### src/rswc_pkg.sv
// package: constants, types and register map of the reset, sleep and wake-up controller
package rswc_pkg;

    // ------------------------------------------------------------------
    // timing
    // ------------------------------------------------------------------
    localparam int CLK_PERIOD_NS = 100;
    localparam int POWERUP_DELAY_TIMER_TIME_MS  = 18;
    localparam int POWERUP_DELAY_TIMER_CYC      = (POWERUP_DELAY_TIMER_TIME_MS * 1000000) / CLK_PERIOD_NS;
    localparam int OST_CYC       = 128;
    localparam int CNT_W         = 18;

    // ------------------------------------------------------------------
    // register map (printed offsets are indices, byte address is 4x)
    // ------------------------------------------------------------------
    localparam int          ADDR_W          = 12;
    localparam logic [7:0]  REG_STATUS_IDX  = 8'h03;
    localparam logic [7:0]  REG_PCTRL_IDX   = 8'h08;
    localparam logic [7:0]  REG_WMASK_IDX   = 8'h09;
    localparam logic [7:0]  REG_IRQEN_IDX   = 8'h0e;
    localparam logic [7:0]  REG_IRQFLG_IDX  = 8'h0f;

    localparam int STAT_TO_BIT   = 4;
    localparam int STAT_PD_BIT   = 3;
    localparam int PCTRL_LVSEL   = 5;
    localparam int PCTRL_PC45MSK = 0;
    localparam int IRQ_LV_BIT    = 4;

    localparam logic [7:0] PCTRL_RST   = 8'h28;
    localparam logic [7:0] PCTRL_WMASK = 8'h3f;
    localparam logic [7:0] WMASK_RST   = 8'h00;
    localparam logic [7:0] IRQEN_RST   = 8'h00;
    localparam logic [7:0] IRQFLG_RST  = 8'h00;

    // ------------------------------------------------------------------
    // types
    // ------------------------------------------------------------------
    typedef enum logic [2:0] {RS_HOLD, RS_POWERUP_DELAY_TIMER, RS_OST, RS_RUN, RS_SLEEP} rswc_fsm_e;

    typedef struct packed {
        logic       oscOk;
        logic       lowVolt;
        logic       extResetPin_n;
        logic       portcPin5;
        logic       portcPin4;
        logic [7:0] portbPins;
    } rswc_pins_s;

    localparam rswc_pins_s PINS_IDLE = '{oscOk: 1'b0, lowVolt: 1'b0, extResetPin_n: 1'b1,
                                         portcPin5: 1'b1, portcPin4: 1'b1,
                                         portbPins: 8'hff};

    typedef struct packed {
        rswc_fsm_e          fsm;
        logic               wakeOnly;
        logic [CNT_W-1:0]   cnt;
        logic               resetLatch;
        logic               ioHold;
        logic               oscOn;
        logic               coldReset;
        logic               timeoutFlag;
        logic               powerDownFlag;
        logic               wdtClr;
        logic               wakeResume;
        logic [7:0]         pctrl;
        logic [7:0]         wakeMask;
        logic [7:0]         irqEn;
        logic [7:0]         irqFlags;
        logic [31:0]        rdata;
        logic               slvErr;
        rswc_pins_s         sync1;
        rswc_pins_s         sync2;
        rswc_pins_s         prev;
    } rswc_state_s;

    // byte address of a register index
    function automatic logic [ADDR_W-1:0] regAddr(input logic [7:0] idx);
        regAddr = {2'h0, idx, 2'h0};
    endfunction

endpackage

### src/rswc_ctrl.sv
// reset, sleep and wake-up controller with APB register slave
`timescale 1ns/1ps
`default_nettype none

// Summary of operation
// - sleep clears powerdown, sets timeout, stops oscillator
// - pins held frozen while asleep
// - only pin reset, watchdog, brown-out, pin edge wake
// - unmasked input falling edge resumes at next instruction
// - pin or watchdog wake gives full reset
// - every wake waits delay plus start-up count
// - power-on, brown-out, pin, watchdog reset sources
// - low supply holds reset continuously
// - delay timer runs after every reset
// - start-up counter counts 128 once oscillator valid
// - latch set, timers cleared, then sequential release
// - some state survives warm resets
// - enables, flags, wake masks clear on reset
// - flag values depend on reset cause
// - events set or clear the two flags
// - low voltage sets flag bit 4, enable masks
// - select bit picks reset or interrupt
// - watchdog acts only when enabled
module rswc_ctrl
    import rswc_pkg::*;
#(
    parameter int POWERUP_DELAY_TIMER_CYCLES = POWERUP_DELAY_TIMER_CYC
)(
    input  wire logic               mclk,
    input  wire logic               rst_n,
    input  wire logic               psel,
    input  wire logic               penable,
    input  wire logic               pwrite,
    input  wire logic [ADDR_W-1:0]  paddr,
    input  wire logic [31:0]        pwdata,
    output logic      [31:0]        prdata,
    output logic                    pready,
    output logic                    pslverr,
    input  wire logic               cfgLowVoltEnable,
    input  wire logic               cfgPorta5OpenDrain,
    input  wire logic               cfgWatchdogEnable,
    input  wire logic               sleepInstr,
    input  wire logic               watchdogClearInstr,
    input  wire logic               watchdogTimeout,
    input  wire logic               extResetPin_n,
    input  wire logic               lowVoltDetect,
    input  wire logic               oscAmplitudeOk,
    input  wire logic [7:0]         portbPins,
    input  wire logic               portcPin4,
    input  wire logic               portcPin5,
    input  wire logic [7:0]         portbDirIn,
    input  wire logic               portcDirIn4,
    input  wire logic               portcDirIn5,
    output logic                    sysReset_n,
    output logic                    oscDriverOn,
    output logic                    ioHold,
    output logic                    wakeResume,
    output logic                    watchdogClr,
    output logic                    coldReset,
    output logic                    irq
);

    // ------------------------------------------------------------------
    // constants and state
    // ------------------------------------------------------------------
    localparam logic [CNT_W-1:0] POWERUP_DELAY_TIMER_LAST = CNT_W'(POWERUP_DELAY_TIMER_CYCLES - 1);
    localparam logic [CNT_W-1:0] OST_LAST  = CNT_W'(OST_CYC - 1);

    localparam rswc_state_s ST_RST = '{
        fsm: RS_HOLD, wakeOnly: 1'b0, cnt: '0, resetLatch: 1'b1, ioHold: 1'b0,
        oscOn: 1'b1, coldReset: 1'b1, timeoutFlag: 1'b1, powerDownFlag: 1'b1,
        wdtClr: 1'b0, wakeResume: 1'b0, pctrl: PCTRL_RST, wakeMask: WMASK_RST,
        irqEn: IRQEN_RST, irqFlags: IRQFLG_RST, rdata: '0, slvErr: 1'b0,
        sync1: PINS_IDLE, sync2: PINS_IDLE, prev: PINS_IDLE};

    rswc_state_s st_r;
    rswc_state_s st_nxt;
    rswc_pins_s  pinsIn;
    logic        lowVoltNow;
    logic        borSrc;
    logic        pinSrc;
    logic        wdtSrc;
    logic        anySrc;
    logic [9:0]  fallEdge;
    logic [9:0]  wakeArmed;
    logic        wakeEvt;
    logic        lvRise;
    logic        lvIrqSet;
    logic        setupPh;
    logic        accessPh;

    // ------------------------------------------------------------------
    // source and wake decode from synchronised pins
    // ------------------------------------------------------------------
    always_comb
    begin
        pinsIn = '{oscOk: oscAmplitudeOk, lowVolt: lowVoltDetect,
                   extResetPin_n: extResetPin_n, portcPin5: portcPin5,
                   portcPin4: portcPin4, portbPins: portbPins};
    end

    assign lowVoltNow = st_r.sync2.lowVolt & cfgLowVoltEnable;
    assign borSrc     = lowVoltNow & st_r.pctrl[PCTRL_LVSEL];
    assign pinSrc     = ~st_r.sync2.extResetPin_n;
    assign wdtSrc     = watchdogTimeout & cfgWatchdogEnable;
    assign anySrc     = borSrc | pinSrc | wdtSrc;

    // falling edges on port B and port C pins 4/5; masked or output pins excluded
    assign fallEdge  = {st_r.prev.portcPin5 & ~st_r.sync2.portcPin5,
                        st_r.prev.portcPin4 & ~st_r.sync2.portcPin4,
                        st_r.prev.portbPins & ~st_r.sync2.portbPins};
    assign wakeArmed = {portcDirIn5 & ~st_r.pctrl[PCTRL_PC45MSK],
                        portcDirIn4 & ~st_r.pctrl[PCTRL_PC45MSK],
                        portbDirIn & ~st_r.wakeMask};
    assign wakeEvt   = |(fallEdge & wakeArmed);

    assign lvRise   = st_r.sync2.lowVolt & ~st_r.prev.lowVolt & cfgLowVoltEnable;
    assign lvIrqSet = lvRise & ~st_r.pctrl[PCTRL_LVSEL] & cfgPorta5OpenDrain
                      & st_r.irqEn[IRQ_LV_BIT];

    assign setupPh  = psel & ~penable;
    assign accessPh = psel & penable;

    // ------------------------------------------------------------------
    // next state
    // ------------------------------------------------------------------
    always_comb
    begin
        st_nxt            = st_r;
        st_nxt.sync1      = pinsIn;
        st_nxt.sync2      = st_r.sync1;
        st_nxt.prev       = st_r.sync2;
        st_nxt.wdtClr     = 1'b0;
        st_nxt.wakeResume = 1'b0;

        case (st_r.fsm)
            RS_HOLD:
            begin
                st_nxt.cnt = '0;
                st_nxt.fsm = RS_POWERUP_DELAY_TIMER;
            end
            RS_POWERUP_DELAY_TIMER:
            begin
                if (st_r.cnt == POWERUP_DELAY_TIMER_LAST)
                begin
                    st_nxt.cnt = '0;
                    st_nxt.fsm = RS_OST;
                end
                else
                begin
                    st_nxt.cnt = st_r.cnt + 1'b1;
                end
            end
            RS_OST:
            begin
                if (st_r.sync2.oscOk)
                begin
                    if (st_r.cnt == OST_LAST)
                    begin
                        st_nxt.cnt        = '0;
                        st_nxt.fsm        = RS_RUN;
                        st_nxt.wakeResume = st_r.wakeOnly;
                        st_nxt.wakeOnly   = 1'b0;
                    end
                    else
                    begin
                        st_nxt.cnt = st_r.cnt + 1'b1;
                    end
                end
            end
            RS_RUN:
            begin
                if (sleepInstr)
                begin
                    st_nxt.fsm           = RS_SLEEP;
                    st_nxt.timeoutFlag   = 1'b1;
                    st_nxt.powerDownFlag = 1'b0;
                    st_nxt.wdtClr        = 1'b1;
                end
                else if (watchdogClearInstr)
                begin
                    st_nxt.timeoutFlag   = 1'b1;
                    st_nxt.powerDownFlag = 1'b1;
                end
            end
            RS_SLEEP:
            begin
                if (wakeEvt)
                begin
                    st_nxt.fsm      = RS_POWERUP_DELAY_TIMER;
                    st_nxt.cnt      = '0;
                    st_nxt.wakeOnly = 1'b1;
                end
            end
            default:
            begin
                st_nxt.fsm = RS_HOLD;
            end
        endcase

        // any reset source overrides the sequence and restarts it
        if (anySrc)
        begin
            st_nxt.fsm      = RS_HOLD;
            st_nxt.cnt      = '0;
            st_nxt.wakeOnly = 1'b0;
            if (borSrc)
            begin
                st_nxt.timeoutFlag   = 1'b1;
                st_nxt.powerDownFlag = 1'b1;
                st_nxt.coldReset     = 1'b1;
            end
            else
            begin
                st_nxt.coldReset     = 1'b0;
                st_nxt.powerDownFlag = st_r.powerDownFlag;
                st_nxt.timeoutFlag   = st_r.timeoutFlag & ~wdtSrc;
            end
        end

        // registers: reset values loaded while the internal reset holds, else APB
        if (st_r.resetLatch)
        begin
            st_nxt.pctrl    = PCTRL_RST;
            st_nxt.wakeMask = WMASK_RST;
            st_nxt.irqEn    = IRQEN_RST;
            st_nxt.irqFlags = IRQFLG_RST;
        end
        else
        begin
            if (accessPh && pwrite)
            begin
                if (paddr == regAddr(REG_PCTRL_IDX))
                    st_nxt.pctrl = pwdata[7:0] & PCTRL_WMASK;
                if (paddr == regAddr(REG_WMASK_IDX))
                    st_nxt.wakeMask = pwdata[7:0];
                if (paddr == regAddr(REG_IRQEN_IDX))
                    st_nxt.irqEn = pwdata[7:0];
            end
            if (accessPh && !pwrite && paddr == regAddr(REG_IRQFLG_IDX))
                st_nxt.irqFlags = IRQFLG_RST;
            if (lvIrqSet)
                st_nxt.irqFlags[IRQ_LV_BIT] = 1'b1;
        end

        // read data captured in the setup cycle
        if (setupPh)
        begin
            st_nxt.rdata  = '0;
            st_nxt.slvErr = 1'b0;
            if (paddr == regAddr(REG_STATUS_IDX))
            begin
                st_nxt.rdata[STAT_TO_BIT] = st_r.timeoutFlag;
                st_nxt.rdata[STAT_PD_BIT] = st_r.powerDownFlag;
            end
            else if (paddr == regAddr(REG_PCTRL_IDX))
                st_nxt.rdata[7:0] = st_r.pctrl;
            else if (paddr == regAddr(REG_WMASK_IDX))
                st_nxt.rdata[7:0] = st_r.wakeMask;
            else if (paddr == regAddr(REG_IRQEN_IDX))
                st_nxt.rdata[7:0] = st_r.irqEn;
            else if (paddr == regAddr(REG_IRQFLG_IDX))
                st_nxt.rdata[7:0] = st_r.irqFlags & st_r.irqEn;
            else
                st_nxt.slvErr = 1'b1;
        end

        st_nxt.resetLatch = (st_nxt.fsm == RS_HOLD || st_nxt.fsm == RS_POWERUP_DELAY_TIMER
                             || st_nxt.fsm == RS_OST) && !st_nxt.wakeOnly;
        st_nxt.ioHold     = (st_nxt.fsm == RS_SLEEP) || st_nxt.wakeOnly;
        st_nxt.oscOn      = (st_nxt.fsm != RS_SLEEP);
    end

    always_ff @(posedge mclk)
    begin
        if (!rst_n)
            st_r <= ST_RST;
        else
            st_r <= st_nxt;
    end

    // ------------------------------------------------------------------
    // outputs
    // ------------------------------------------------------------------
    assign prdata      = st_r.rdata;
    assign pready      = 1'b1;
    assign pslverr     = st_r.slvErr & accessPh;
    assign sysReset_n  = ~st_r.resetLatch;
    assign oscDriverOn = st_r.oscOn;
    assign ioHold      = st_r.ioHold;
    assign wakeResume  = st_r.wakeResume;
    assign watchdogClr = st_r.wdtClr;
    assign coldReset   = st_r.coldReset;
    assign irq         = |(st_r.irqFlags & st_r.irqEn);
endmodule

`default_nettype wire

### config.mk
export PLATFORM = sky130hd
export DESIGN_NAME = rswc_ctrl
export DESIGN_NICKNAME = d
export VERILOG_FILES = /design/src/rswc_pkg.sv /design/src/rswc_ctrl.sv
export SDC_FILE = /design/constraint.sdc
export NUM_CORES = 1
export LEC_CHECK = 0
export BUFFER_PORTS_ARGS = -buffer_cell sky130_fd_sc_hd__buf_2
export CORE_UTILIZATION = 46
export CTS_CLUSTER_DIAMETER = 40
export DETAILED_ROUTE_END_ITERATION = 10
export HOLD_SLACK_MARGIN = 0.08
export PLACE_DENSITY = 0.71
export SYNTH_ARGS = -nofsm -noshare
export SYNTH_HDL_FRONTEND = slang
export SYNTH_SLANG_ARGS = --single-unit
export TNS_END_PERCENT = 50
### constraint.sdc
create_clock -name mclk -period 5.1 [get_ports mclk]
set_clock_uncertainty 0.1 [all_clocks]
set_input_delay 1.02 -clock mclk [delete_from_list [all_inputs] [get_ports mclk]]
set_output_delay 1.02 -clock mclk [all_outputs]
set_load 0.01 [all_outputs]
==> results of run 1 <==
==> logic make-up after synthesis <==
group	count (synthesis)	share of synthesized area (%)
adder cells (fa/ha/maj)	1	0.2870
multiplexers	14	3.215
other	2	0.1723
AO/OA/AOI/OAI	94	13.49
AND/OR/NAND/NOR	225	28.96
flip-flops	99	45.46
buffers and inverters	57	8.410
==> worst reg2reg max path, cell delays in order, from the launching register on <==
cell	delay [ns]
dfxtp_1	0.38
nor4bb_1	0.07
nor4_1	0.46
nand4_1	0.46
a21oi_2	0.72
o21ai_0	0.18
o21ai_0	0.10
==> layer usage <==
| metal | up-vias | global-route usage [%] |
|---|---|---|
| met5 | - | 0 |
| met4 | 0 | 8.824 |
| met3 | 15 | 3.865 |
| met2 | 117 | 31.62 |
| met1 | 1614 | 23.01 |
| li1 | 1767 | - |
==> stage by stage <==
stage	worst slack, ns	utilization, %	hold slack (ns)
after floorplan	2.473	-	0.2863
after global placement	1.742	49.95	0.2886
after detailed placement	1.714	49.95	0.2936
after CTS	2.026	51.88	0.3147
after global routing	1.867	51.88	0.3330
final	2.108	51.88	0.3126
==> synth_stat cells (3+ instances only) <==
master / number / area (um^2)
dfxtp_1: 99 / 1982
nand2_1: 52 / 195.2
nand2b_1: 36 / 225.2
nor2_1: 35 / 131.4
buf_4: 34 / 255.2
o21ai_0: 29 / 145.1
a21oi_1: 24 / 120.1
nand3_1: 21 / 105.1
mux2i_1: 14 / 140.1
clkbuf_1: 12 / 45.04
and2_1: 9 / 56.30
and3_1: 9 / 56.30
nand4_1: 9 / 56.30
a21o_1: 8 / 60.06
nor4bb_1: 8 / 80.08
nor3_1: 7 / 35.03
or3_1: 7 / 43.79
inv_1: 6 / 22.52
nor4_1: 6 / 37.54
a21boi_0: 4 / 30.03
a211oi_1: 3 / 22.52
a22o_1: 3 / 26.28
buf_6: 3 / 33.78
nand3b_1: 3 / 22.52
o31ai_1: 3 / 22.52
==> registers in the layout (all words and copies together), names as in the netlist <==
signal and cells:
st_r 60, ioHold 1, oscDriverOn 1, coldReset 1, st_nxt 26, watchdogClr 1
wakeResume 1, prdata 8
==> power breakdown <==
part / switching (uW) / internal (uW) / total [uW]
registers: 6.71 / 788 / 795
logic: 47.9 / 35.5 / 83.4
clock network: 253 / 221 / 473
==> area by class of cell <==
type	count	area, um^2	share of cell area (%)
clock buffer	9	123.9	2.596
inverter	6	22.52	0.4721
multi-input combinational	359	2097	43.95
tap	111	138.9	2.911
timing repair buffer	70	352.8	7.396
clock inverter	4	53.80	1.128
sequential	99	1982	41.54
==> path summary, 6_finish.rpt <==
| path | from | end | slack [ns] | cells after the start |
|---|---|---|---|---|
| worst max-delay path | portbDirIn[7] | st_r[114]$_SDFFE_PP0P_ | 2.11 | 7 |
| worst min-delay path | st_nxt[14]$_SDFF_PN1_ | st_nxt[1]$_SDFF_PN1_ | 0.31 | 1 |
| worst min register to register | st_nxt[14]$_SDFF_PN1_ | st_nxt[1]$_SDFF_PN1_ | 0.31 | 1 |
| worst max register to register | st_r[94]$_SDFFE_PP0P_ | st_r[114]$_SDFFE_PP0P_ | 2.55 | 6 |
==> impl_metrics.prom, run 1 <==
# TYPE chip_impl_metric gauge
chip_impl_metric{name="clockBufferDepth",unit=""} 2
chip_impl_metric{name="routed_wire_length_per_instance",unit="um"} 13.52
chip_impl_metric{name="fp.dieH",unit="um"} 99.35
chip_impl_metric{name="worst_ir_drop_on_vdd",unit="V"} 0.0001489
chip_impl_metric{name="io_pins",unit=""} 119
chip_impl_metric{name="numCtsBuffers",unit=""} 9
chip_impl_info{name="status",value="finished clean"} 1
chip_impl_metric{name="synth_edf_count",unit=""} 0
chip_impl_metric{name="h-tree-depth",unit=""} 3
chip_impl_info{name="cts_root_buf",value="clkbuf_8"} 1
chip_impl_info{name="timing.critical_path.max_delay_family",value="simple AND/OR/NAND/NOR gates"} 1
chip_impl_info{name="layout_common_cells",value="dfxtp_1, buf_2, nand2_1, nand2b_1, nor2_1"} 1
chip_impl_metric{name="core.rowCount",unit=""} 35
chip_impl_metric{name="yosys_warnings",unit=""} 0
chip_impl_metric{name="placed_area",unit="um^2"} 4593
chip_impl_metric{name="cp_max_fo",unit=""} 15
chip_impl_metric{name="overflow",unit=""} 0
chip_impl_metric{name="slew_violations",unit=""} 0
chip_impl_metric{name="finish.net_count",unit=""} 624
chip_impl_metric{name="buffer_ports.inserted",unit=""} 69
chip_impl_metric{name="synthCells",unit=""} 492
chip_impl_metric{name="grt_util_all_layers",unit="%"} 18.77
chip_impl_metric{name="final_cell_count_no_fill",unit=""} 658
chip_impl_metric{name="cts.repair.resized",unit=""} 0
chip_impl_info{name="criticalPathCategory",value="input port to register"} 1
chip_impl_metric{name="antenna_cells",unit=""} 0
chip_impl_info{name="min-delay-path-class",value="register to register"} 1
chip_impl_info{name="timing.critical_path.from_type",value="input port"} 1
chip_impl_metric{name="ys_async_sr_fraction",unit="%"} 0
chip_impl_info{name="synth_ff_type",value="dfxtp_1"} 1
chip_impl_metric{name="worst_ep_arrival_time",unit="ns"} 3.17
chip_impl_metric{name="crit_path_max_incr_delay",unit="ns"} 0.71
chip_impl_metric{name="worst_skew_pair.late_latency",unit="ns"} 0.35
chip_impl_metric{name="place_congestion",unit=""} 0.8600
chip_impl_metric{name="drt-met1-wl",unit="um"} 3960
chip_impl_metric{name="hold_buffers",unit=""} 0
chip_impl_metric{name="antenna_found_initial",unit=""} 0
chip_impl_info{name="timing.critical_path.cells",value="buf_2, nor4bb_1, nor4_1, nand4_1, a21oi_2, o21ai_0, o21ai_0"} 1
chip_impl_metric{name="synth_area",unit="um^2"} 4359
chip_impl_metric{name="first_global_vias",unit=""} 3165
chip_impl_metric{name="final.period_utilization",unit="%"} 58.66
chip_impl_metric{name="met3WireLength",unit="um"} 431
chip_impl_metric{name="clk_transition_reported_paths",unit="ns"} 0.09
chip_impl_metric{name="place_hpwl",unit="um"} 6598
chip_impl_metric{name="synthDistinctLibCells",unit=""} 61
chip_impl_metric{name="routed_via_density",unit=""} 5.339
chip_impl_metric{name="synth.avg_cell_area",unit="um^2"} 8.860
chip_impl_metric{name="initial_core_util",unit="%"} 47.40
chip_impl_metric{name="synth_seq_cells",unit=""} 99
chip_impl_info{name="critPathCaptureType",value="register"} 1
chip_impl_metric{name="drt.antenna.violating_nets",unit=""} 0
chip_impl_metric{name="synth-seq-area-share",unit="%"} 45.46
chip_impl_metric{name="drcViolationCount",unit=""} 0
chip_impl_metric{name="drv_cap",unit=""} 0
chip_impl_metric{name="relSlewSlack",unit="%"} 53.52
chip_impl_metric{name="timing.final.setup_violations",unit=""} 0
chip_impl_info{name="rsz0062_at_grt",value="false"} 1
chip_impl_metric{name="drive_above_1_share",unit="%"} 18.46
chip_impl_metric{name="power_density",unit="nW/um^2"} 283.2
chip_impl_metric{name="num_vias",unit=""} 3513
chip_impl_metric{name="placeable_core_area",unit="um^2"} 9196
chip_impl_metric{name="final_design_area_no_fill",unit="um^2"} 4771
chip_impl_metric{name="clock_sinks",unit=""} 99
chip_impl_metric{name="final_period_minus_worst_setup_slack",unit="ns"} 2.992
chip_impl_metric{name="path_buf_inv",unit=""} 1
chip_impl_metric{name="area_growth_syn_to_layout",unit="%"} 9.443
chip_impl_metric{name="dieArea",unit="um^2"} 9869
chip_impl_metric{name="clock.fmax",unit="MHz"} 334.3
chip_impl_info{name="crit_top_cell",value="o21ai_0"} 1
chip_impl_metric{name="totalPowerFinal",unit="uW"} 1351
chip_impl_metric{name="count_of_buffers_added_by_post_cts_timing_repair_for_setup",unit=""} 0
chip_impl_metric{name="fp.dieW",unit="um"} 99.35
chip_impl_metric{name="drt_first_pass_iters",unit=""} 5
chip_impl_metric{name="finalSetupTns",unit="ns"} 0
chip_impl_metric{name="drt_iter0_markers",unit=""} 131
chip_impl_metric{name="cellLeakagePower",unit="uW"} 0.001899
chip_impl_metric{name="filler_instances",unit=""} 852
chip_impl_info{name="highest_layer",value="met4"} 1
chip_impl_info{name="worst_path_max_delay_cell",value="a21oi_2"} 1
chip_impl_metric{name="route.met2.wl",unit="um"} 4307
chip_impl_metric{name="critical_path_required",unit="ns"} 5.28
chip_impl_metric{name="wl",unit="um"} 8896
chip_impl_metric{name="grt_first_pass_wirelength",unit="um"} 14660
chip_impl_metric{name="report.final.hold_viol_count",unit=""} 0
chip_impl_info{name="tritoncts",value="yes"} 1
chip_impl_metric{name="worst_slew_pin_slew",unit="ns"} 0.6972
chip_impl_metric{name="maximum_number_of_pins_on_one_net_before_global_route_repair",unit=""} 47
chip_impl_metric{name="dpl.cell_count",unit=""} 645
chip_impl_info{name="final_common_cell",value="dfxtp_1"} 1
Note: power is estimated with default switching activity, not from simulation.
==> run 2: changes to the inputs <==
==> constraint.sdc (replaced) <==
create_clock -name mclk -period 2.8 [get_ports mclk]
set_clock_uncertainty 0.1 [all_clocks]
set_input_delay 0.56 -clock mclk [delete_from_list [all_inputs] [get_ports mclk]]
set_output_delay 0.56 -clock mclk [all_outputs]
set_load 0.01 [all_outputs]
==> impl_metrics.prom, run 2 (same netlist as run 1, synthesis figures left out) <==
# TYPE chip_impl_metric gauge
chip_impl_info{name="status",value="finished clean"} 1
chip_impl_metric{name="drt_first_pass_iters",unit=""} 4
chip_impl_metric{name="timing.hold.worst_path_depth",unit=""} 2
chip_impl_metric{name="wl",unit="um"} 8842
chip_impl_metric{name="area_growth_syn_to_layout",unit="%"} 11.11
chip_impl_metric{name="r2r.worst_path.cells",unit=""} 7
chip_impl_metric{name="finalSetupTns",unit="ns"} 0
chip_impl_metric{name="numCtsBuffers",unit=""} 9
chip_impl_info{name="tritoncts",value="yes"} 1
chip_impl_metric{name="antenna_cells",unit=""} 0
chip_impl_metric{name="clock.fmax",unit="MHz"} 397.3
chip_impl_metric{name="overflow",unit=""} 0
chip_impl_info{name="rsz0062_at_grt",value="false"} 1
chip_impl_metric{name="h-tree-depth",unit=""} 3
chip_impl_metric{name="hold_buffers",unit=""} 0
chip_impl_metric{name="fp.dieH",unit="um"} 99.35
chip_impl_metric{name="worst_ir_drop_on_vdd",unit="V"} 0.0002123
chip_impl_info{name="layout_common_cells",value="dfxtp_1, buf_2, nand2_1, nand2b_1, nor2_1"} 1
chip_impl_info{name="crit_end",value="st_r[117]$_SDFFE_PP0P_"} 1
chip_impl_metric{name="drive_above_1_share",unit="%"} 19.75
chip_impl_metric{name="area.sequential",unit="um^2"} 1982
chip_impl_metric{name="filler_instances",unit=""} 857
chip_impl_metric{name="worst_slew_pin_slew",unit="ns"} 0.6639
chip_impl_metric{name="critical_path_required",unit="ns"} 2.96
chip_impl_info{name="final_common_cell",value="dfxtp_1"} 1
chip_impl_metric{name="timing.final.setup_violations",unit=""} 0
chip_impl_metric{name="fp.dieW",unit="um"} 99.35
chip_impl_info{name="critical_path.startpoint",value="st_r[112]$_SDFFE_PP0P_"} 1
chip_impl_info{name="critPathCaptureType",value="register"} 1
chip_impl_metric{name="maximum_number_of_pins_on_one_net_before_global_route_repair",unit=""} 40
chip_impl_metric{name="largest_register_ffs",unit=""} 60
chip_impl_metric{name="grt_first_pass_wirelength",unit="um"} 14690
chip_impl_info{name="criticalPathCategory",value="register to register"} 1
chip_impl_metric{name="worst_ep_arrival_time",unit="ns"} 2.68
chip_impl_metric{name="final.period_utilization",unit="%"} 89.89
chip_impl_metric{name="reg2reg_slack",unit="ns"} 0.28
chip_impl_metric{name="drt.antenna.violating_nets",unit=""} 0
chip_impl_metric{name="report.final.hold_viol_count",unit=""} 0
chip_impl_metric{name="cts.repair.resized",unit=""} 0
chip_impl_metric{name="core.rowCount",unit=""} 35
chip_impl_metric{name="count_of_buffers_added_by_post_cts_timing_repair_for_setup",unit=""} 0
chip_impl_metric{name="grt_util_all_layers",unit="%"} 18.88
chip_impl_info{name="worstReg2RegStart",value="st_r[112]$_SDFFE_PP0P_"} 1
chip_impl_metric{name="num_vias",unit=""} 3505
chip_impl_metric{name="routed_via_density",unit=""} 5.247
chip_impl_metric{name="relSlewSlack",unit="%"} 55.63
chip_impl_metric{name="cp_max_fo",unit=""} 12
chip_impl_metric{name="initial_core_util",unit="%"} 47.40
chip_impl_metric{name="finish.net_count",unit=""} 631
chip_impl_metric{name="drt_iter0_markers",unit=""} 93
chip_impl_metric{name="place_congestion",unit=""} 0.8662
chip_impl_info{name="min-delay-path-class",value="input port to register"} 1
chip_impl_metric{name="slew_violations",unit=""} 0
chip_impl_metric{name="io_pins",unit=""} 119
chip_impl_metric{name="final_period_minus_worst_setup_slack",unit="ns"} 2.517
chip_impl_metric{name="placeable_core_area",unit="um^2"} 9196
chip_impl_metric{name="power_density",unit="nW/um^2"} 518.7
chip_impl_metric{name="clk_transition_reported_paths",unit="ns"} 0.09
chip_impl_metric{name="drcViolationCount",unit=""} 0
chip_impl_metric{name="routed_wire_length_per_instance",unit="um"} 13.24
chip_impl_metric{name="hold_ws",unit="ns"} 0.2703
chip_impl_metric{name="clockBufferDepth",unit=""} 2
chip_impl_metric{name="dieArea",unit="um^2"} 9869
chip_impl_metric{name="clock_sinks",unit=""} 99
chip_impl_info{name="largest_register",value="st_r"} 1
chip_impl_metric{name="multiInputGateArea",unit="um^2"} 2097
chip_impl_metric{name="drv_cap",unit=""} 0
chip_impl_metric{name="antenna_found_initial",unit=""} 1
chip_impl_info{name="cts_root_buf",value="clkbuf_8"} 1
chip_impl_metric{name="worst_skew_pair.late_latency",unit="ns"} 0.36
chip_impl_metric{name="buffer_ports.inserted",unit=""} 69
chip_impl_metric{name="first_global_vias",unit=""} 3172
chip_impl_info{name="timing.critical_path.from_type",value="register"} 1
chip_impl_metric{name="cellLeakagePower",unit="uW"} 0.001952
chip_impl_metric{name="totalPowerFinal",unit="uW"} 2512
chip_impl_metric{name="place_hpwl",unit="um"} 6585
chip_impl_info{name="reg_to_reg_critical_path_endpoint",value="st_r[117]$_SDFFE_PP0P_"} 1
## run 2: worst max-delay path, stage by stage (launching register included)
cell and delay (ns):
dfxtp_1 0.41, ha_1 0.29, nand4bb_4 0.16, nor4_1 0.46, a21oi_1 0.20, o21ai_2 0.45, nor4_1 0.11, a211o_1 0.24
## run 2: layer usage
| layer | share of wire (%) | vias up | track usage [%] | wire length [um] |
|---|---|---|---|---|
| met5 | 0.15 | - | 0 | 13 |
| met3 | 5.8 | 16 | 4.919 | 509 |
| met1 | 46 | 1592 | 23.44 | 4034 |
| li1 | - | 1784 | - | - |
| met4 | 1.9 | 2 | 8.258 | 171 |
| met2 | 47 | 111 | 30.98 | 4112 |
## run 2: stage by stage
| step | cell area [um^2] | instances | utilization [%] | worst slack [ns] |
|---|---|---|---|---|
| finish | 4843 | 668 | 52.67 | 0.2831 |
| global route | 4843 | 668 | 52.67 | 0.1186 |
| CTS | 4843 | 668 | 52.67 | 0.2883 |
| detailed placement | 4646 | 652 | 50.52 | 0.2373 |
| global placement | 4646 | 652 | 50.52 | 0.2811 |
| floorplan | 4446 | 515 | - | 0.6332 |
## run 2: final cells by class
class	count	area share, %
well taps	111	2.867
clock inverters	6	1.447
inverters	6	0.4650
repair buffers	77	8.370
clock buffers	10	2.635
multi-input cells	359	43.30
flip-flops and latches	99	40.92
## run 2: how the worst min path moves through the flow
stage | to | startpoint | slack, ns
after global placement | st_nxt[7]$_SDFF_PN1_ | st_nxt[20]$_SDFF_PN1_ | 0.29
after detailed placement | st_nxt[8]$_SDFF_PN1_ | st_nxt[21]$_SDFF_PN1_ | 0.29
after global routing | st_nxt[22]$_SDFF_PN1_ | portcPin5 | 0.25
after CTS | st_nxt[22]$_SDFF_PN1_ | portcPin5 | 0.26
final | st_nxt[22]$_SDFF_PN1_ | portcPin5 | 0.27
after floorplan | st_nxt[0]$_SDFF_PN1_ | st_nxt[13]$_SDFF_PN1_ | 0.29
## run 2: power by group
part | total, uW | internal (uW) | switching, uW
registers | 1450 | 1440 | 11.7
clock network | 911 | 423 | 488
logic | 154 | 66.2 | 87.9
total | 2510 | 1920 | 588
==> run 3: changes to the inputs <==
--- a/config.mk
+++ b/config.mk
@@ -6,11 +6,11 @@
 export NUM_CORES = 1
 export LEC_CHECK = 0
 export BUFFER_PORTS_ARGS = -buffer_cell sky130_fd_sc_hd__buf_2
-export CORE_UTILIZATION = 46
+export CORE_UTILIZATION = 52
 export CTS_CLUSTER_DIAMETER = 40
 export DETAILED_ROUTE_END_ITERATION = 10
 export HOLD_SLACK_MARGIN = 0.08
-export PLACE_DENSITY = 0.71
+export PLACE_DENSITY = 0.79
 export SYNTH_ARGS = -nofsm -noshare
 export SYNTH_HDL_FRONTEND = slang
 export SYNTH_SLANG_ARGS = --single-unit
==> impl_metrics.prom, run 3 (same netlist as run 1, synthesis figures left out) <==
# TYPE chip_impl_metric gauge
chip_impl_metric{name="cellLeakagePower",unit="uW"} 0.001950
chip_impl_metric{name="drt.antenna.violating_nets",unit=""} 0
chip_impl_metric{name="cts.repair.resized",unit=""} 0
chip_impl_info{name="min-delay-path-class",value="input port to register"} 1
chip_impl_metric{name="num_vias",unit=""} 3561
chip_impl_metric{name="place_congestion",unit=""} 0.8925
chip_impl_metric{name="power_density",unit="nW/um^2"} 535.4
chip_impl_metric{name="dpl.cell_count",unit=""} 645
chip_impl_metric{name="worst_skew_pair.late_latency",unit="ns"} 0.36
chip_impl_metric{name="critical_path_depth_in_cells",unit=""} 7
chip_impl_metric{name="dieArea",unit="um^2"} 8753
chip_impl_metric{name="relSlewSlack",unit="%"} 56.94
chip_impl_metric{name="io_pins",unit=""} 119
chip_impl_metric{name="drive_above_1_share",unit="%"} 19.42
chip_impl_info{name="rsz0062_at_grt",value="false"} 1
chip_impl_metric{name="drv_cap",unit=""} 0
chip_impl_metric{name="clock_sinks",unit=""} 99
chip_impl_metric{name="crit_path_max_incr_delay",unit="ns"} 0.48
chip_impl_info{name="timing.critical_path.from_type",value="register"} 1
chip_impl_info{name="worstReg2RegStart",value="st_r[112]$_SDFFE_PP0P_"} 1
chip_impl_metric{name="reg2reg_slack",unit="ns"} 0.29
chip_impl_info{name="timing.critical_path.max_delay_family",value="compound AO/OA/AOI/OAI gates"} 1
chip_impl_info{name="status",value="finished clean"} 1
chip_impl_metric{name="worst_ir_drop_on_vdd",unit="V"} 0.0002644
chip_impl_metric{name="h-tree-depth",unit=""} 3
chip_impl_metric{name="place_hpwl",unit="um"} 6612
chip_impl_metric{name="final.period_utilization",unit="%"} 89.65
chip_impl_info{name="reg_to_reg_critical_path_endpoint",value="st_r[117]$_SDFFE_PP0P_"} 1
chip_impl_metric{name="final_core_utilization",unit="%"} 59.29
chip_impl_metric{name="critical_path_required",unit="ns"} 2.96
chip_impl_metric{name="area_growth_syn_to_layout",unit="%"} 11.19
chip_impl_metric{name="drcViolationCount",unit=""} 0
chip_impl_metric{name="clk_transition_reported_paths",unit="ns"} 0.09
chip_impl_metric{name="clock.fmax",unit="MHz"} 398.4
chip_impl_info{name="critPathCaptureType",value="register"} 1
chip_impl_info{name="timing.critical_path.cells",value="ha_1, nand4bb_4, nor4_1, a21oi_1, o21ai_2, nor2_2, a211o_1"} 1
chip_impl_metric{name="finalSetupTns",unit="ns"} 0
chip_impl_metric{name="maximum_number_of_pins_on_one_net_before_global_route_repair",unit=""} 37
chip_impl_metric{name="cp_max_fo",unit=""} 12
chip_impl_info{name="largest_register",value="st_r"} 1
chip_impl_metric{name="clockBufferDepth",unit=""} 2
chip_impl_metric{name="grt_util_all_layers",unit="%"} 21.07
chip_impl_metric{name="hold_buffers",unit=""} 0
chip_impl_metric{name="wl",unit="um"} 8829
chip_impl_metric{name="core.rowCount",unit=""} 33
chip_impl_metric{name="buffer_ports.inserted",unit=""} 69
chip_impl_metric{name="drt_iter0_markers",unit=""} 137
chip_impl_metric{name="slew_violations",unit=""} 0
chip_impl_info{name="critical_path.startpoint",value="st_r[112]$_SDFFE_PP0P_"} 1
chip_impl_metric{name="r2r.worst_path.cells",unit=""} 7
chip_impl_info{name="cts_root_buf",value="clkbuf_8"} 1
chip_impl_info{name="layout_common_cells",value="dfxtp_1, buf_2, nand2_1, nand2b_1, nor2_1"} 1
chip_impl_metric{name="fp.dieH",unit="um"} 93.56
chip_impl_metric{name="path_buf_inv",unit=""} 0
chip_impl_metric{name="timing.final.setup_violations",unit=""} 0
chip_impl_metric{name="antenna_cells",unit=""} 0
chip_impl_metric{name="first_global_vias",unit=""} 3273
chip_impl_metric{name="finish.net_count",unit=""} 630
chip_impl_info{name="tritoncts",value="yes"} 1
chip_impl_metric{name="report.final.hold_viol_count",unit=""} 0
chip_impl_metric{name="count_of_buffers_added_by_post_cts_timing_repair_for_setup",unit=""} 0
chip_impl_metric{name="largest_register_ffs",unit=""} 60
chip_impl_metric{name="antenna_found_initial",unit=""} 1
chip_impl_metric{name="numCtsBuffers",unit=""} 9
chip_impl_metric{name="routed_wire_length_per_instance",unit="um"} 13.36
chip_impl_metric{name="routed_via_density",unit=""} 5.387
chip_impl_metric{name="worst_slew_pin_slew",unit="ns"} 0.6443
chip_impl_metric{name="final_cell_count_no_fill",unit=""} 661
chip_impl_info{name="final_common_cell",value="dfxtp_1"} 1
chip_impl_info{name="min-delay-start",value="portbPins[2]"} 1
chip_impl_metric{name="initial_core_util",unit="%"} 53.32
chip_impl_info{name="crit_end",value="st_r[117]$_SDFFE_PP0P_"} 1
chip_impl_metric{name="worst_ep_arrival_time",unit="ns"} 2.67
chip_impl_metric{name="placeable_core_area",unit="um^2"} 8175
chip_impl_metric{name="drt_first_pass_iters",unit=""} 5
chip_impl_info{name="criticalPathCategory",value="register to register"} 1
chip_impl_info{name="worst_path_max_delay_cell",value="o21ai_2"} 1
chip_impl_metric{name="fp.dieW",unit="um"} 93.56
chip_impl_metric{name="final_period_minus_worst_setup_slack",unit="ns"} 2.510
chip_impl_metric{name="overflow",unit=""} 0
chip_impl_metric{name="grt_first_pass_wirelength",unit="um"} 14280
==> run 3: through the flow <==
stage	hold slack [ns]	worst slack [ns]	instance area, um^2	power (uW)
2_1_floorplan	0.2863	0.6332	4446	1595
3_3_place_gp	0.2885	0.3735	4631	1629
3_5_place_dp	0.2939	0.3307	4631	1633
4_1_cts	0.2662	0.3286	4847	2617
5_1_grt	0.2610	0.1202	4847	2702
6_report	0.2765	0.2899	4847	2595
==> run 3: worst min path at each step <==
stage,slack (ns),to,cells after the start
finish,0.28,st_nxt[15]$_SDFF_PN1_,2
global route,0.26,st_nxt[15]$_SDFF_PN1_,2
CTS,0.27,st_nxt[15]$_SDFF_PN1_,2
detailed placement,0.29,st_nxt[0]$_SDFF_PN1_,1
global placement,0.29,st_nxt[7]$_SDFF_PN1_,1
floorplan,0.29,st_nxt[0]$_SDFF_PN1_,1
==> run 3: report_power, final <==
part / leakage, uW / total (uW) / switching (uW) / internal, uW
Combinational: 0.00104 / 153 / 86.9 / 66.1
Clock: 0.000105 / 995 / 484 / 511
Sequential: 0.000807 / 1450 / 12.4 / 1440
Total: 0.00195 / 2590 / 583 / 2010
==> run 3: final cells by class <==
cell class | instances | area (um^2)
clock buffer | 11 | 131.4
timing repair buffer | 76 | 397.9
clock inverter | 5 | 85.08
tap | 105 | 131.4
multi-input combinational | 359 | 2097
inverter | 6 | 22.52
fill | 731 | 3328
sequential | 99 | 1982
==> run 3: per-layer routing <==
| metal | share of wire, % | track usage [%] | up-vias |
|---|---|---|---|
| li1 | - | - | 1792 |
| met1 | 44 | 25.11 | 1609 |
| met2 | 47 | 35.11 | 133 |
| met3 | 6.2 | 3.984 | 25 |
| met4 | 3.2 | 12.69 | 2 |
| met5 | 0.15 | 0 | - |
